**src/shared/pssu_regs.svh**
```systemverilog
// register offsets, field positions, reset values and trigger codes
//
// Overview of operation
// - four-valued set activation method setting
// - method 0: load edge, only when allowed
// - method 1: load edge activates set at once
// - method 2: selection change, only when allowed
// - method 3: selection change activates at once
// - command-to-change switch activates current selection
// - set index from bits weighted one, two
// - enter ups mode while trigger true
// - trigger false: leave ups mode
// - digital input may request ups mode
// - network word bit may request ups
// - ups active raises fixed warning code
// - ups active drives status trigger true
// - ups active sets status word bit 15
// - ups active disables phase failure detection
// - ups active selects reduced limits, overload curve
// - inputs high or low active, default high
// - polarity zero low-active, one high-active
`ifndef PSSU_REGS_SVH
`define PSSU_REGS_SVH

// ----------------------------------------------------------------
// register byte offsets
// ----------------------------------------------------------------
`define PSSU_OFS_CTRL     8'h00
`define PSSU_OFS_ASSIGN   8'h04
`define PSSU_OFS_STATUS   8'h08
`define PSSU_OFS_SWORD2   8'h0c
`define PSSU_OFS_WARN     8'h10

// ----------------------------------------------------------------
// field positions and reset values
// ----------------------------------------------------------------
`define PSSU_CTRL_METHOD_LSB 0
`define PSSU_CTRL_POL_BIT    2
`define PSSU_CTRL_RST        32'h0000_0004
`define PSSU_ASSIGN_RST      32'h0000_0000
`define PSSU_SWORD2_UPS_BIT  15
`define PSSU_UPS_WARN_CODE   16'h3180

// ----------------------------------------------------------------
// trigger codes
// ----------------------------------------------------------------
`define PSSU_TRIG_NONE    8'h00
`define PSSU_TRIG_TRUE    8'h01
`define PSSU_TRIG_DI1     8'h0b
`define PSSU_TRIG_NET0    8'h20
`define PSSU_TRIG_UPS_ACT 8'h76
`define PSSU_NUM_DI       5
`define PSSU_NET_W        16

`endif

```
**src/shared/pssu_pkg.sv**
```systemverilog
// types shared by the change-over and ups control block
package pssu_pkg;
  // sampled trigger sources after polarity handling
  typedef struct packed {
    logic [4:0]  din;   // digital inputs, asserted = 1
    logic [15:0] net;   // inbound_net_control_word
  } pssu_src_t;

  // activation method encoding
  typedef enum logic [1:0] {
    PSSU_M_CMD_GATED = 2'h0,
    PSSU_M_CMD_NOW   = 2'h1,
    PSSU_M_CHG_GATED = 2'h2,
    PSSU_M_CHG_NOW   = 2'h3
  } pssu_method_t;
endpackage : pssu_pkg

```
**src/verilog/pssu_trig_sel.sv**
```systemverilog
// trigger selector: maps an assignment code to one trigger level
`timescale 1ns/10ps
`include "pssu_regs.svh"
module pssu_trig_sel (
  input  wire logic [7:0]         i_code, // assignment code
  input  wire pssu_pkg::pssu_src_t i_src, // trigger sources
  output logic                    o_trig  // selected trigger level
);
  import pssu_pkg::*;

  logic [`PSSU_NUM_DI-1:0] din_hit;   // matching digital input
  logic [`PSSU_NET_W-1:0]  net_hit;   // matching net word bit

  // ----------------------------------------------------------------
  // per-source code match
  // ----------------------------------------------------------------
  genvar g;
  for (g = 0; g < `PSSU_NET_W; g++) begin : g_src
    if (g < `PSSU_NUM_DI) begin : g_di
      assign din_hit[g] = (i_code == `PSSU_TRIG_DI1 + 8'(g)) &
                          i_src.din[g];
    end
    assign net_hit[g] = (i_code == `PSSU_TRIG_NET0 + 8'(g)) &
                        i_src.net[g];
  end

  // not connected reads false; unknown codes read false too
  assign o_trig = (i_code == `PSSU_TRIG_TRUE) | (|din_hit) | (|net_hit);
endmodule : pssu_trig_sel

```
**src/verilog/pssu_edge.sv**
```systemverilog
// change and rising-edge detector against the previous sample
`timescale 1ns/10ps
module pssu_edge #(
  parameter int W = 1              // number of bits watched
) (
  input  wire logic         i_clk,  // control clock
  input  wire logic         i_rstn, // async reset, active low
  input  wire logic [W-1:0] i_cur,  // current sampled value
  output logic      [W-1:0] o_rise, // false-to-true per bit
  output logic              o_chg   // any bit changed
);
  logic [W-1:0] prev_r; // previous-cycle value

  // ----------------------------------------------------------------
  // previous sample store
  // ----------------------------------------------------------------
  always_ff @(posedge i_clk or negedge i_rstn) begin
    if (!i_rstn) begin
      prev_r <= '0;
    end else begin
      prev_r <= i_cur;
    end
  end

  assign o_rise = i_cur & ~prev_r;
  assign o_chg  = |(i_cur ^ prev_r);
endmodule : pssu_edge

```
**src/verilog/pssu_ctrl.sv**
```systemverilog
// parameter-set change-over and ups mode control with avalon slave
`timescale 1ns/10ps
`include "pssu_regs.svh"
module pssu_ctrl (
  input  wire logic        i_clk,            // 50 mhz control clock
  input  wire logic        i_rstn,           // async reset, low
  // avalon-mm slave
  input  wire logic [7:0]  i_address,        // byte address
  input  wire logic        i_read,           // read request
  input  wire logic        i_write,          // write request
  input  wire logic [31:0] i_writedata,      // write data
  input  wire logic [3:0]  i_byteenable,     // byte lanes
  output logic      [31:0] o_readdata,       // read data
  output logic             o_waitrequest,    // stall while high
  // drive side
  input  wire logic [4:0]  i_din,            // digital input pins
  input  wire logic [15:0] i_net_word,       // inbound net word
  input  wire logic        i_drive_inhibit,  // drive disabled
  input  wire logic        i_motor_stopped,  // motor at rest
  input  wire logic        i_error_active,   // error present
  output logic [1:0]       o_active_set,     // loaded set index
  output logic             o_set_load,       // pulse: set loaded
  output logic             o_ups_active,     // ups mode state
  output logic             o_ups_status_trig,// routable trigger
  output logic [15:0]      o_status_word2,   // drive status word 2
  output logic             o_warn_valid,     // warning present
  output logic [15:0]      o_warn_code,      // warning error code
  output logic             o_phase_fail_en,  // phase fail detect on
  output logic             o_reduced_limits, // reduced dc limits
  output logic             o_ovl_adapted     // ups overload curve
);
  import pssu_pkg::*;

  // ----------------------------------------------------------------
  // declarations
  // ----------------------------------------------------------------
  logic [31:0]  ctrl_r;          // method and polarity
  logic [31:0]  assign_r;        // four trigger assignment codes
  logic         wait_r;          // waitrequest flop
  logic [31:0]  rdata_r;         // read data flop
  logic [31:0]  rdata_nxt;       // decoded read value
  logic         req;             // exactly one of read, write pending
  logic         acc;             // request completes this edge
  pssu_method_t method;          // current activation method
  pssu_method_t method_prev_r;   // method one cycle ago
  logic         pol_high;        // inputs high active
  pssu_src_t    src;             // polarity-corrected sources
  logic [3:0]   trig;            // sel0, sel1, load, ups
  logic [1:0]   sel_now;         // selected set index
  logic         load_rise;       // load trigger false-to-true
  logic         sel_chg;         // selection bits changed
  logic         allowed;         // inhibited, stopped or error
  logic         switch_chg;      // command to change switch
  logic         pend_r;          // method 2 switch waiting
  logic         act;             // activate selected set now
  logic         set_load_r;      // load pulse flop
  logic [1:0]   active_set_r;    // active set flop
  logic         ups_r;           // ups mode flop
  logic         phase_en_r;      // phase failure detect flop
  logic         red_r;           // reduced limit flop
  logic [15:0]  sword2_r;        // status word 2 flop
  logic [15:0]  warn_code_r;     // warning code flop

  // ----------------------------------------------------------------
  // avalon slave: one wait state, reads answer on the second edge
  // ----------------------------------------------------------------
  assign req = i_read ^ i_write;   // both high is illegal, ignored
  assign acc = req & ~wait_r;

  // waitrequest drops for one cycle after a request is seen
  always_ff @(posedge i_clk or negedge i_rstn) begin
    if (!i_rstn) begin
      wait_r <= 1'b1;
    end else begin
      wait_r <= ~(req & wait_r);
    end
  end

  // read decode; unmapped offsets read zero
  always_comb begin
    rdata_nxt = 32'h0;
    if (i_address == `PSSU_OFS_CTRL) begin
      rdata_nxt = {29'h0, ctrl_r[2:0]};
    end else if (i_address == `PSSU_OFS_ASSIGN) begin
      rdata_nxt = assign_r;
    end else if (i_address == `PSSU_OFS_STATUS) begin
      // live state: set, ups, pending switch, inputs
      rdata_nxt = {22'h0, pend_r, set_load_r, red_r, phase_en_r,
                   ups_r, active_set_r, sel_now, trig[2]};
    end else if (i_address == `PSSU_OFS_SWORD2) begin
      rdata_nxt = {16'h0, sword2_r};
    end else if (i_address == `PSSU_OFS_WARN) begin
      rdata_nxt = {16'h0, warn_code_r};
    end
  end

  // read data is captured while waitrequest is still high
  always_ff @(posedge i_clk or negedge i_rstn) begin
    if (!i_rstn) begin
      rdata_r <= 32'h0;
    end else if (i_read & ~i_write & wait_r) begin
      rdata_r <= rdata_nxt;
    end
  end

  // writes land on the edge where waitrequest is sampled low
  always_ff @(posedge i_clk or negedge i_rstn) begin
    if (!i_rstn) begin
      ctrl_r   <= `PSSU_CTRL_RST;
      assign_r <= `PSSU_ASSIGN_RST;
    end else if (acc & i_write) begin
      if (i_address == `PSSU_OFS_CTRL) begin
        if (i_byteenable[0]) begin
          ctrl_r[7:0] <= {5'h0, i_writedata[2:0]};
        end
      end else if (i_address == `PSSU_OFS_ASSIGN) begin
        for (int b = 0; b < 4; b++) begin
          if (i_byteenable[b]) begin
            assign_r[b*8 +: 8] <= i_writedata[b*8 +: 8];
          end
        end
      end
    end
  end

  assign o_readdata    = rdata_r;
  assign o_waitrequest = wait_r;

  // ----------------------------------------------------------------
  // input polarity and trigger selection
  // ----------------------------------------------------------------
  assign method   = pssu_method_t'(ctrl_r[`PSSU_CTRL_METHOD_LSB +: 2]);
  assign pol_high = ctrl_r[`PSSU_CTRL_POL_BIT];
  // zero means low active, so the terminal level is inverted
  assign src.din  = pol_high ? i_din : ~i_din;
  assign src.net  = i_net_word;

  // one selector per function: sel bit0, sel bit1, load, ups
  genvar f;
  for (f = 0; f < 4; f++) begin : g_fn
    pssu_trig_sel u_sel (
      .i_code (assign_r[f*8 +: 8]),
      .i_src  (src),
      .o_trig (trig[f])
    );
  end

  assign sel_now = {trig[1], trig[0]};

  // ----------------------------------------------------------------
  // edge and change detection
  // ----------------------------------------------------------------
  pssu_edge #(.W(1)) u_load_edge (
    .i_clk  (i_clk),
    .i_rstn (i_rstn),
    .i_cur  (trig[2]),
    .o_rise (load_rise),
    .o_chg  ()
  );

  pssu_edge #(.W(2)) u_sel_edge (
    .i_clk  (i_clk),
    .i_rstn (i_rstn),
    .i_cur  (sel_now),
    .o_rise (),
    .o_chg  (sel_chg)
  );

  // ----------------------------------------------------------------
  // activation decision
  // ----------------------------------------------------------------
  assign allowed = i_drive_inhibit | i_motor_stopped | i_error_active;
  // method moved from a command value to a change value
  assign switch_chg = ~method_prev_r[1] & method[1];

  always_comb begin
    case (method)
      PSSU_M_CMD_GATED: act = load_rise & allowed;
      PSSU_M_CMD_NOW:   act = load_rise;
      PSSU_M_CHG_GATED: act = (sel_chg | switch_chg | pend_r)
                              & allowed;
      PSSU_M_CHG_NOW:   act = sel_chg | switch_chg;
      default:          act = 1'b0;
    endcase
  end

  // previous method, for spotting the switch
  always_ff @(posedge i_clk or negedge i_rstn) begin
    if (!i_rstn) begin
      method_prev_r <= PSSU_M_CMD_GATED;
    end else begin
      method_prev_r <= method;
    end
  end

  // a switch into method 2 while running waits until allowed;
  // leaving method 2 drops the wait so no stale load happens
  always_ff @(posedge i_clk or negedge i_rstn) begin
    if (!i_rstn) begin
      pend_r <= 1'b0;
    end else if (method != PSSU_M_CHG_GATED || act) begin
      pend_r <= 1'b0;
    end else if (switch_chg) begin
      pend_r <= 1'b1;
    end
  end

  // active set and its load pulse
  always_ff @(posedge i_clk or negedge i_rstn) begin
    if (!i_rstn) begin
      active_set_r <= 2'h0;
      set_load_r   <= 1'b0;
    end else begin
      set_load_r <= act;
      if (act) begin
        active_set_r <= sel_now;
      end
    end
  end

  assign o_active_set = active_set_r;
  assign o_set_load   = set_load_r;

  // ----------------------------------------------------------------
  // ups mode: all effects follow the trigger level, registered one cycle later
  // ----------------------------------------------------------------
  always_ff @(posedge i_clk or negedge i_rstn) begin
    if (!i_rstn) begin
      ups_r       <= 1'b0;
      phase_en_r  <= 1'b1;
      red_r       <= 1'b0;
      sword2_r    <= 16'h0;
      warn_code_r <= 16'h0;
    end else begin
      ups_r      <= trig[3];
      phase_en_r <= ~trig[3];
      red_r      <= trig[3];
      sword2_r   <= 16'(trig[3]) << `PSSU_SWORD2_UPS_BIT;
      warn_code_r <= trig[3] ? `PSSU_UPS_WARN_CODE : 16'h0;
    end
  end

  // no timer on the request: the ten-second mains gap is kept
  // by the outside controller
  assign o_ups_active      = ups_r;
  assign o_ups_status_trig = ups_r;
  assign o_warn_valid      = ups_r;
  assign o_warn_code       = warn_code_r;
  assign o_status_word2    = sword2_r;
  assign o_phase_fail_en   = phase_en_r;
  assign o_reduced_limits  = red_r;
  assign o_ovl_adapted     = red_r;

  // ----------------------------------------------------------------
  // assertions
  // ----------------------------------------------------------------
  property p_m0_block;
    @(posedge i_clk) disable iff (!i_rstn)
    (method == PSSU_M_CMD_GATED) && !allowed |=> !set_load_r;
  endproperty
  a_m0_block: assert property (p_m0_block)
    else $error("method 0 loaded a set while running");

  // a permitted load edge must really load, not only stay quiet
  property p_m0_load;
    @(posedge i_clk) disable iff (!i_rstn)
    (method == PSSU_M_CMD_GATED) && load_rise && allowed |=>
      set_load_r && (active_set_r == $past(sel_now));
  endproperty
  a_m0_load: assert property (p_m0_load)
    else $error("method 0 permitted edge did not load");

  property p_m1_load;
    @(posedge i_clk) disable iff (!i_rstn)
    (method == PSSU_M_CMD_NOW) && load_rise |=>
      set_load_r && (active_set_r == $past(sel_now));
  endproperty
  a_m1_load: assert property (p_m1_load)
    else $error("method 1 edge did not load selection");

  property p_m2_block;
    @(posedge i_clk) disable iff (!i_rstn)
    (method == PSSU_M_CHG_GATED) && !allowed |=>
      $stable(active_set_r);
  endproperty
  a_m2_block: assert property (p_m2_block)
    else $error("method 2 changed set while running");

  property p_m2_load;
    @(posedge i_clk) disable iff (!i_rstn)
    (method == PSSU_M_CHG_GATED) && sel_chg && allowed |=>
      set_load_r && (active_set_r == $past(sel_now));
  endproperty
  a_m2_load: assert property (p_m2_load)
    else $error("method 2 permitted change did not load");

  // a switch held back in method 2 fires once the permit shows up
  property p_pend_load;
    @(posedge i_clk) disable iff (!i_rstn)
    (method == PSSU_M_CHG_GATED) && pend_r && allowed |=> set_load_r;
  endproperty
  a_pend_load: assert property (p_pend_load)
    else $error("pending switch not loaded when permitted");

  property p_m3_chg;
    @(posedge i_clk) disable iff (!i_rstn)
    (method == PSSU_M_CHG_NOW) && sel_chg |=>
      set_load_r && (active_set_r == $past(sel_now));
  endproperty
  a_m3_chg: assert property (p_m3_chg)
    else $error("method 3 change did not load selection");

  property p_switch;
    @(posedge i_clk) disable iff (!i_rstn)
    (method_prev_r == PSSU_M_CMD_GATED) &&
      (method == PSSU_M_CHG_NOW) |=> set_load_r;
  endproperty
  a_switch: assert property (p_switch)
    else $error("switch to method 3 did not load");

  property p_ups_follow;
    @(posedge i_clk) disable iff (!i_rstn)
    trig[3] ##1 trig[3] |=> o_ups_active && o_ups_status_trig;
  endproperty
  a_ups_follow: assert property (p_ups_follow)
    else $error("ups mode not entered");

  property p_ups_leave;
    @(posedge i_clk) disable iff (!i_rstn)
    !trig[3] |=> !o_ups_active && o_phase_fail_en && !o_warn_valid;
  endproperty
  a_ups_leave: assert property (p_ups_leave)
    else $error("ups mode not left");

  property p_ups_effects;
    @(posedge i_clk) disable iff (!i_rstn)
    o_ups_active |-> (o_warn_code == `PSSU_UPS_WARN_CODE) &&
      o_status_word2[`PSSU_SWORD2_UPS_BIT] && !o_phase_fail_en &&
      o_reduced_limits;
  endproperty
  a_ups_effects: assert property (p_ups_effects)
    else $error("ups effects incomplete");

  property p_bus_ack;
    @(posedge i_clk) disable iff (!i_rstn)
    req && wait_r |=> !o_waitrequest ##1 o_waitrequest;
  endproperty
  a_bus_ack: assert property (p_bus_ack)
    else $error("waitrequest did not drop for one cycle");

  // read and write together is refused: the slave keeps stalling
  property p_bus_refuse;
    @(posedge i_clk) disable iff (!i_rstn)
    i_read && i_write |=> o_waitrequest;
  endproperty
  a_bus_refuse: assert property (p_bus_refuse)
    else $error("read and write together were answered");
endmodule : pssu_ctrl

```
**config.mk**
```make
export PLATFORM = sky130hd
export DESIGN_NAME = pssu_ctrl
export DESIGN_NICKNAME = d
export VERILOG_FILES = /design/src/shared/pssu_pkg.sv /design/src/verilog/pssu_trig_sel.sv /design/src/verilog/pssu_edge.sv /design/src/verilog/pssu_ctrl.sv
export VERILOG_INCLUDE_DIRS = /design/src /design/src/shared
export SDC_FILE = /design/constraint.sdc
export NUM_CORES = 1
export LEC_CHECK = 0
export ABC_CLOCK_PERIOD_IN_PS = 6610
export BUFFER_PORTS_ARGS = -buffer_cell sky130_fd_sc_hd__buf_2
export CORE_UTILIZATION = 45
export DETAILED_ROUTE_END_ITERATION = 12
export PLACE_DENSITY = 0.72
export SLEW_MARGIN = 15
export SYNTH_ARGS = -nofsm -noshare
export SYNTH_HDL_FRONTEND = slang
export SYNTH_HIERARCHICAL = 1
export SYNTH_SLANG_ARGS = --single-unit
```
**constraint.sdc**
```tcl
create_clock -name i_clk -period 6.61 [get_ports i_clk]
set_input_delay 0.9915 -clock i_clk [delete_from_list [all_inputs] [get_ports i_clk]]
set_output_delay 0.9915 -clock i_clk [all_outputs]
set_load 0.01 [all_outputs]
```
Word-level counts from Yosys, hierarchy flattened
Index checks and enable logic that the tools add are counted.

cells by class
  equality and inequality tests = 96
  multiplexer cells = 10
  bitwise gates (word level) = 115
  reduce and logical (&&, ||, !) cells = 18

operators with widths
  operator            count
  $eq 8x6->1 const B  64
  $eq 8x4->1 const B  22
  $and 1x1->1         93
  $mux 32             2
  $reduce_or 16->1    4
  $eq 8x1->1 const B  4
  $mux 16             2
  $mux 14             2
  $reduce_or 5->1     4
  $reduce_and 4->1    4
  $or 1x1->1          12
  $eq 8x3->1 const B  1
  $eq 8x5->1 const B  1
  $logic_not 8->1     1
  $not 1->1           7
  $mux 5              1
  $not 5->5           1
  $eq 2x2->1 const B  2
  $pmux 1 s4          1
  $reduce_and 3->1    1
  $eq 2x1->1 const B  1
  $logic_not 2->1     1
  $mux 1              2
  $ne 2x2->1 const B  1
  other kinds (5)     5

word-level totals
  output and inout port bits = 74
  logic and storage cells = 255
  flip-flop bits (word level) = 93

Logic depth before layout (Yosys ltp)
Gate-level depths: netlist of the first run.

  depth in word-level cells = 14
  gate-level depth with buffers = 11

Modules after synthesis
The synthesis of the first run kept the hierarchy.

by module, submodules not included
  module                    instances  cells an instance  area an instance (sq um)
  pssu_ctrl                 1          260                3383.2
  pssu_trig_sel             4          37                 287.8
  pssu_edge at u_sel_edge   1          7                  86.3
  pssu_edge at u_load_edge  1          4                  45.0

Worst setup path after synthesis of the first run
No wires, ideal clock.

  path kind = input to register
  start point = in i_net_word[7]
  end point = reg active_set_r[0], in the netlist o_active_set[0]
  data required time = 6485 ps
  setup slack = 3559 ps
  stages = 9
  arrival = 2927 ps
  buffers on the path = 0
  cell sequence = mux4_2 and3b_1 nor4_2 a31oi_1 ha_1 nand2_1 nor3_1 nor3_1 mux2_2

between the ends
  longest elaborated chain between the ends = 9
  elaborated cells on any way between the ends = 17
  classes of those cells = mux: 1; bitwise: 12; reduce/logical: 4

ends and longest elaborated chain
  item                    RTL line                            source
  start: declaration      pssu_ctrl.sv:17                     input wire logic [15:0] i_net_word,
  $and 1x1->1 *           pssu_trig_sel.sv:23                 assign net_hit[g] = (i_code == `PSSU_TRIG_NET0 + 8'(g)) &
  $reduce_or 16->1 *      pssu_trig_sel.sv:28                 assign o_trig = (i_code == `PSSU_TRIG_TRUE) | (|din_hit) | (|net_hit);
  $or 1x1->1 *            pssu_trig_sel.sv:28
  net sel_now[1]          pssu_ctrl.sv:49                     logic [1:0] sel_now;
  $xor 2x2->2 *           pssu_edge.sv:26                     assign o_chg = |(i_cur ^ prev_r);
  $reduce_or 2->1 *       pssu_edge.sv:26
  net sel_chg             pssu_ctrl.sv:51                     logic sel_chg;
  $or 1x1->1 *            pssu_ctrl.sv:180, pssu_ctrl.sv:182
  $or 1x1->1              pssu_ctrl.sv:180                    PSSU_M_CHG_GATED: act = (sel_chg | switch_chg | pend_r)
  $and 1x1->1             pssu_ctrl.sv:181                    & allowed;
  $pmux 1 s4 *            pssu_ctrl.sv:177                    case (method)
  net act                 pssu_ctrl.sv:55                     logic act;
  end signal: assignment  pssu_ctrl.sv:216                    active_set_r <= sel_now;
  end: declaration        pssu_ctrl.sv:57                     logic [1:0] active_set_r;

Mark *: on every way through the listed nets, which the timed path passes. The rest lies on a longest branch.
A chain may end at the register's enable or synchronous reset.

==> flow_metrics.env, run 1 <==
export IMPL_status="complete, no violations"
export IMPL_antenna_found_initial=0
export IMPL_critPathCaptureType="flip-flop"
export IMPL_place_ws_ps=3120
export IMPL_clock_latency_ps=350
export IMPL_worst_pin_slew_ps=959
export IMPL_setup_violations=0
export IMPL_antennaDiodeCount=0
export IMPL_syn_area_um2=4660
export IMPL_syn_area_per_cell_um2=11.2
export IMPL_synthCells=418
export IMPL_area_delta_synth_final_pct=13.6
export IMPL_ys_warn_count=6
export IMPL_fin_crit_ps=3260
export IMPL_worstHoldStart="o_readdata[7]"
export IMPL_fillCellCount=891
export IMPL_dr_total_vias=3613
export IMPL_drtIter0Drc=176
export IMPL_hold_path_end="o_readdata[7]"
export IMPL_clk_pin_slew_ps=80
export IMPL_power_leakage_nw=2.52
export IMPL_rsz0062_at_grt="no"
export IMPL_start_util_pct=47.0
export IMPL_wl_um=11300
export IMPL_coreArea_um2=9910
export IMPL_grt_pass1_wl_um=18200
export IMPL_die_h_um=104
export IMPL_irDropWorstVdd_mv=0.0909
export IMPL_viasPerCell=5.57
export IMPL_post_route_drc_count=0
export IMPL_holdWs_ps=486
export IMPL_hp_class="reg -> reg"
export IMPL_multi_input_area_um2=2330
export IMPL_hold_buffers=0
export IMPL_dp_hpwl_um=8200
export IMPL_track_usage_pct=21.4
export IMPL_post_route_period_util_pct=49.4
export IMPL_drv_cap=0
export IMPL_hold_violations=0
export IMPL_holdPathStages=2
export IMPL_routedWlPerCell_um=17.4
export IMPL_die_w_um=104
export IMPL_r2r_slack_ps=3420
export IMPL_grt_pass1_vias=3441
export IMPL_numPortBuffers=118
export IMPL_slew_violations=0
export IMPL_regArea_um2=1960
export IMPL_first_pass_iters=4
export IMPL_reg2reg_from="assign_r[8]"
export IMPL_setup_ws_ps=3350
export IMPL_numCtsBuffers=9
export IMPL_critical_path_class="in -> reg"
export IMPL_reg2reg_depth=9
export IMPL_clockRootBuffer="clkbuf_8"
export IMPL_critical_path_arrival_ps=3490
export IMPL_post_cts_resized=0
export IMPL_clk_path_buf_depth=2
export IMPL_ant_nets=0
export IMPL_io_pins=146
export IMPL_setup_tns_ps=0
export IMPL_place_congestion=0.855
export IMPL_cts_tree="built"
export IMPL_dieArea_um2=10800
export IMPL_drive_gt1_share_pct=39.7
export IMPL_clkSinkCount=78
export IMPL_rr_endpoint="o_active_set[1]"
export IMPL_max_freq_ghz=0.306
export IMPL_h_tree_depth=3
export IMPL_grt_remaining_overflow=0
export IMPL_crit_fanout=4
export IMPL_postCtsSetupRepairBufs=0
export IMPL_power_density_nw_per_um2=176
export IMPL_critPathLaunchType="input pin"
export IMPL_fp_row_count=36
export IMPL_fin_nets=587
export IMPL_max_slew_margin_rel_pct=36.1
export IMPL_critPathRequiredTime_ps=6840
export IMPL_grt_max_degree=79
export IMPL_worst_clock_skew_ps=10.5
-- critical path, stage by stage --
cell and delay [ps]:
buf_2 100, xnor2_1 370, nand4b_1 170, a21oi_1 220
o41ai_1 100, a31oi_1 340, ha_1 300, nand2_1 90
nor3_1 70, nor3_1 350, mux2_2 380
-- layer usage --
layer	share of wire (%)	up-vias	track usage (%)
met2	48	151	34.2
met4	2.3	0	6.33
met5	0	-	0
met1	44	1769	28.6
li1	-	1670	-
met3	5.8	23	5.66
-- power by group --
part / internal, mW / switching [mW] / leakage [nW]
Clock: 0.185 / 0.174 / 0.0955
Sequential: 0.481 / 0.00649 / 1.08
Combinational: 0.0337 / 0.0512 / 1.35
Total: 0.700 / 0.232 / 2.52
-- final cells by class --
cell class / instances / share of cell area, %
Clock inverter: 5 / 1.11
Multi-Input combinational cell: 291 / 44.0
Timing Repair Buffer: 118 / 11.2
Tap cell: 133 / 3.14
Sequential cell: 78 / 36.9
Clock buffer: 11 / 2.67
Inverter: 13 / 0.922
-- registers in the layout, summed over array words and instances (netlist names) --
signal and count:
method_prev_r 1, o_active_set 2, o_waitrequest 1, pend_r 1, o_readdata 32, o_phase_fail_en 1
o_set_load 1, o_warn_code 1, u_sel_edge/prev_r 2, u_load_edge/prev_r 1, ctrl_r 3, assign_r 32
-- stage by stage --
step | cells | instance area, um2 | power, mW | util [%]
finish | 649 | 5300 | 0.931 | 53.4
global route | 649 | 5300 | 0.973 | 53.4
CTS | 649 | 5300 | 0.941 | 53.4
detailed placement | 633 | 5090 | 0.582 | 51.4
global placement | 633 | 5090 | 0.580 | 51.4
floorplan | 444 | 4760 | 0.548 | -
-- placed cells by master, fill, tap and decap left out, types with 3 or more instances in the layout --
master,instances
a21o_1,4
a21oi_1,10
a221o_1,4
a22o_1,19
a31oi_1,5
a41oi_1,4
and2_1,7
and3b_1,4
buf_2,117
clkbuf_8,10
conb_1,27
dfrtp_1,75
dfstp_2,3
ha_1,4
inv_1,13
mux2_2,41
mux2i_1,17
mux4_2,4
nand2_1,21
nand3_1,5
nand3_2,4
nand3b_1,12
nand4b_1,4
nor2_1,12
nor3_1,10
nor4_2,5
nor4b_1,5
nor4b_2,8
o21ai_0,8
o21ai_1,3
o221ai_1,3
o31ai_1,5
o41ai_1,4
or3b_1,4
xnor2_1,5
-- worst max-delay path by stage --
stage / startpoint / to / cells past startpoint
4_1_cts: assign_r[8] / o_active_set[1] / 9
6_report: i_din[1] / o_active_set[1] / 11
3_5_place_dp: i_din[1] / o_active_set[1] / 11
2_1_floorplan: i_net_word[7] / o_active_set[0] / 9
3_3_place_gp: i_net_word[7] / o_active_set[0] / 10
5_1_grt: assign_r[0] / o_active_set[1] / 9
No activity file was read; power rests on OpenSTA's default activity.
==> run 2: changes to the inputs <==
ABC_CLOCK_PERIOD_IN_PS = 3000   (was 6610)
PLACE_DENSITY = 0.75   (was 0.72)
clock period = 3 ns   (was 6.61 ns; I/O delays follow)
==> flow_metrics.env, run 2 (synthesis gave the netlist of run 1 again) <==
export IMPL_status="complete, no violations"
export IMPL_critical_path_arrival_ps=3050
export IMPL_setup_violations=0
export IMPL_r2r_slack_ps=200
export IMPL_regArea_um2=1960
export IMPL_final_common_cell="buf_2"
export IMPL_rsz0062_at_grt="no"
export IMPL_h_tree_depth=3
export IMPL_numPortBuffers=118
export IMPL_antenna_found_initial=0
export IMPL_worst_pin_slew_ps=990
export IMPL_grt_max_degree=79
export IMPL_place_ws_ps=101
export IMPL_worstSetupStartpoint="ctrl_r[2]"
export IMPL_grt_remaining_overflow=0
export IMPL_hold_buffers=0
export IMPL_power_leakage_nw=2.62
export IMPL_multi_input_area_um2=2340
export IMPL_fillCellCount=881
export IMPL_critical_path_class="reg -> reg"
export IMPL_hold_violations=0
export IMPL_die_w_um=104
export IMPL_ant_nets=0
export IMPL_max_slew_margin_rel_pct=34.0
export IMPL_grt_pass1_wl_um=19400
export IMPL_clk_path_buf_depth=2
export IMPL_antennaDiodeCount=0
export IMPL_numCtsBuffers=9
export IMPL_critPathCaptureType="flip-flop"
export IMPL_first_pass_iters=4
export IMPL_max_stage_delay_ps=670
export IMPL_cts_tree="built"
export IMPL_io_pins=146
export IMPL_clock_latency_ps=350
export IMPL_crit_chain="xnor2_1, buf_4, mux2i_1, nor2_1, o41ai_1, a31oi_1, ha_1, nand2_1, nor3_1, nor3_2, mux2_2"
export IMPL_clk_pin_slew_ps=90
export IMPL_post_route_drc_count=0
export IMPL_fp_row_count=36
export IMPL_clockRootBuffer="clkbuf_8"
export IMPL_max_freq_ghz=0.357
export IMPL_placed_cells=645
export IMPL_drtIter0Drc=163
export IMPL_dp_hpwl_um=8830
export IMPL_crit_fanout=7
export IMPL_fin_crit_ps=2800
export IMPL_critPathLaunchType="flip-flop"
export IMPL_start_util_pct=47.0
export IMPL_viasPerCell=5.61
export IMPL_setup_ws_ps=197
export IMPL_wl_um=12200
export IMPL_drive_gt1_share_pct=41.8
export IMPL_setup_tns_ps=0
export IMPL_drv_cap=0
export IMPL_routedWlPerCell_um=18.4
export IMPL_irDropWorstVdd_mv=0.275
export IMPL_track_usage_pct=23.1
export IMPL_post_route_period_util_pct=93.4
export IMPL_reg2reg_from="ctrl_r[2]"
export IMPL_die_h_um=104
export IMPL_coreArea_um2=9910
export IMPL_final_cell_mix="117 x buf_2, 75 x dfrtp_1, 41 x mux2_2, 27 x conb_1, 21 x nand2_1"
export IMPL_fin_nets=600
export IMPL_clkSinkCount=78
export IMPL_area_delta_synth_final_pct=16.6
export IMPL_dr_total_vias=3714
export IMPL_critPathRequiredTime_ps=3240
export IMPL_fin_util_pct=54.9
export IMPL_worst_clock_skew_ps=8.65
export IMPL_fin_cells=662
export IMPL_place_congestion=0.886
export IMPL_grt_pass1_vias=3628
export IMPL_power_density_nw_per_um2=403
export IMPL_hp_class="in -> async"
export IMPL_cpMaxStageDelayCell="dfstp_2"
export IMPL_dieArea_um2=10800
export IMPL_slew_violations=0
[run 2: timing repair]
| item | in CTS | in global routing |
|---|---|---|
| resized for setup | 0 | 2 |
| endpoints found under the hold margin | 0 | 0 |
| endpoints found under the setup margin | 0 | 2 |
| buffers inserted | 0 | 1 |
[run 2: routing by layer]
metal,global-route usage (%),up-vias,routed length (um)
met5,0,-,0
met1,29.4,1829,5340
met4,7.86,0,204
li1,-,1692,-
met2,39.3,173,5920
met3,4.59,20,720
[run 2: layout make-up]
type	instances	share of cell area, %
clock inverter	5	1.50
timing repair buffer	131	12.7
tap	133	3.06
sequential	78	36.0
multi-input combinational	291	43.1
inverter	13	0.897
clock buffer	11	2.78
[run 2: final timing paths]
kind | to | cells after the start
worst max-delay path | o_active_set[1] | 11
worst min-delay path | o_readdata[0] | 1
worst max register to register | o_active_set[1] | 11
worst min register to register | method_prev_r[1] | 0
max in group asynchronous | o_readdata[18] | 1
min in group i_clk | assign_r[26] | 2
[run 2: worst max-delay path, delay by kind of cell (launching register included)]
family | cells | cell delay (ps)
AO/OA/AOI/OAI | 2 | 450
XOR/XNOR | 1 | 120
buffers and inverters | 1 | 160
AND/OR/NAND/NOR | 4 | 450
multiplexers | 2 | 520
flip-flops | 1 | 670
adder cells (fa/ha/maj) | 1 | 320
[run 2: power by group]
part / switching [mW] / internal [mW] / leakage [nW]
clock network: 0.404 / 0.514 / 0.116
logic: 0.122 / 0.0799 / 1.43
registers: 0.0137 / 1.06 / 1.08
[run 2: through the flow]
stage	hold WS, ps	total power, mW	area, um2
6_report	225	2.19	5440
5_1_grt	308	2.27	5440
4_1_cts	292	2.21	5420
3_5_place_dp	462	1.29	5180
3_3_place_gp	452	1.29	5180
2_1_floorplan	154	1.21	4760
==> run 3: changes to the inputs <==
--- a/config.mk
+++ b/config.mk
@@ -7,9 +7,9 @@
 export NUM_CORES = 1
 export LEC_CHECK = 0
-export ABC_CLOCK_PERIOD_IN_PS = 3000
+export ABC_CLOCK_PERIOD_IN_PS = 3400
 export BUFFER_PORTS_ARGS = -buffer_cell sky130_fd_sc_hd__buf_2
 export CORE_UTILIZATION = 45
 export DETAILED_ROUTE_END_ITERATION = 12
-export PLACE_DENSITY = 0.75
+export PLACE_DENSITY = 0.72
 export SLEW_MARGIN = 15
 export SYNTH_ARGS = -nofsm -noshare
==> constraint.sdc (replaced) <==
create_clock -name i_clk -period 3.4 [get_ports i_clk]
set_input_delay 0.51 -clock i_clk [delete_from_list [all_inputs] [get_ports i_clk]]
set_output_delay 0.51 -clock i_clk [all_outputs]
set_load 0.005 [all_outputs]
==> flow_metrics.env, run 3 (synthesis gave the netlist of run 1 again) <==
export IMPL_status="complete, no violations"
export IMPL_post_route_period_util_pct=88.1
export IMPL_start_util_pct=47.0
export IMPL_dieArea_um2=10800
export IMPL_fin_nets=591
export IMPL_dr_total_vias=3630
export IMPL_h_tree_depth=3
export IMPL_power_density_nw_per_um2=334
export IMPL_grt_max_degree=79
export IMPL_dp_hpwl_um=8540
export IMPL_drv_cap=0
export IMPL_coreArea_um2=9910
export IMPL_irDropWorstVdd_mv=0.228
export IMPL_max_freq_ghz=0.334
export IMPL_clock_latency_ps=350
export IMPL_crit_fanout=4
export IMPL_power_leakage_nw=2.54
export IMPL_ant_nets=0
export IMPL_track_usage_pct=22.2
export IMPL_die_h_um=104
export IMPL_hold_violations=0
export IMPL_antenna_found_initial=0
export IMPL_grt_pass1_wl_um=18900
export IMPL_max_slew_margin_rel_pct=35.4
export IMPL_critPathRequiredTime_ps=3640
export IMPL_fp_row_count=36
export IMPL_max_stage_delay_ps=550
export IMPL_critical_path_arrival_ps=3230
export IMPL_die_w_um=104
export IMPL_critPathLaunchType="flip-flop"
export IMPL_drtIter0Drc=241
export IMPL_rsz0062_at_grt="no"
export IMPL_critPathTopFamily="multiplexers"
export IMPL_post_cts_resized=0
export IMPL_area_delta_synth_final_pct=13.8
export IMPL_clk_pin_slew_ps=80
export IMPL_final_common_cell="buf_2"
export IMPL_hold_buffers=0
export IMPL_cts_tree="built"
export IMPL_fillCellCount=900
export IMPL_first_pass_iters=4
export IMPL_drive_gt1_share_pct=39.8
export IMPL_post_route_drc_count=0
export IMPL_final_cell_mix="117 x buf_2, 75 x dfrtp_1, 41 x mux2_2, 27 x conb_1, 21 x nand2_1"
export IMPL_numPortBuffers=118
export IMPL_fin_crit_ps=2990
export IMPL_clkSinkCount=78
export IMPL_io_pins=146
export IMPL_critPathCaptureType="flip-flop"
export IMPL_clk_path_buf_depth=2
export IMPL_antennaDiodeCount=0
export IMPL_cpMaxStageDelayCell="mux4_2"
export IMPL_cp_num_buf_inv=0
export IMPL_wl_um=11700
export IMPL_fin_util_pct=53.6
export IMPL_grt_pass1_vias=3564
export IMPL_viasPerCell=5.56
export IMPL_slew_violations=0
export IMPL_postCtsSetupRepairBufs=0
export IMPL_clockRootBuffer="clkbuf_8"
export IMPL_numCtsBuffers=9
export IMPL_setup_tns_ps=0
export IMPL_routedWlPerCell_um=18.0
export IMPL_place_congestion=0.881
export IMPL_hp_class="in -> async"
export IMPL_cp_common_cell="nor3_1"
export IMPL_setup_violations=0
export IMPL_crit_chain="mux4_2, and3b_1, nor4_2, a31oi_1, ha_1, nand2_1, nor3_1, nor3_1, mux2_2"
export IMPL_worst_pin_slew_ps=969
export IMPL_worst_clock_skew_ps=7.14
export IMPL_critical_path_class="reg -> reg"
export IMPL_grt_remaining_overflow=0
## run 3: final cells by class
| class | instances | area (um2) | share of cell area [%] |
|---|---|---|---|
| clock buffer | 12 | 135 | 2.55 |
| clock inverter | 4 | 47.5 | 0.896 |
| inverter | 13 | 48.8 | 0.919 |
| multi-input combinational | 291 | 2330 | 43.9 |
| sequential | 78 | 1960 | 36.8 |
| tap | 133 | 166 | 3.14 |
| timing repair buffer | 122 | 623 | 11.7 |
## run 3: path summary, 6_finish.rpt
kind / slack [ps] / endpoint / startpoint / depth (start not counted)
setup / recovery: 410 / o_active_set[1] / assign_r[0] / 9
min in group i_clk: 390 / assign_r[25] / i_writedata[25] / 2
setup reg to reg: 410 / o_active_set[1] / assign_r[0] / 9
max in group asynchronous: 2460 / o_readdata[16] / i_rstn / 1
hold reg to reg: 490 / o_readdata[0] / o_readdata[0] / 2
hold / removal: 300 / o_readdata[3] / i_rstn / 1
## run 3: through the flow
step / worst slack (ps) / hold WS [ps] / area [um2] / instances / power, mW
final: 405 / 298 / 5310 / 653 / 1.78
after global routing: 267 / 371 / 5310 / 653 / 1.85
after CTS: 442 / 346 / 5310 / 653 / 1.79
after detailed placement: 393 / 463 / 5120 / 637 / 1.12
after global placement: 496 / 463 / 5120 / 637 / 1.12
after floorplan: 693 / 214 / 4760 / 444 / 1.06
## run 3: where the power goes
| part | switching, mW | internal, mW | total [mW] |
|---|---|---|---|
| clock | 0.331 | 0.338 | 0.669 |
| combinational | 0.0924 | 0.0668 | 0.159 |
| sequential | 0.0122 | 0.935 | 0.947 |
| total | 0.436 | 1.34 | 1.78 |
## run 3: routing by layer
metal	vias to the layer above	global-route usage, %	part of all wire [%]
met2	159	35.6	48
met1	1780	29.5	44
met3	21	4.09	6.1
met5	-	0	0
li1	1670	-	-
met4	0	9.18	2.2
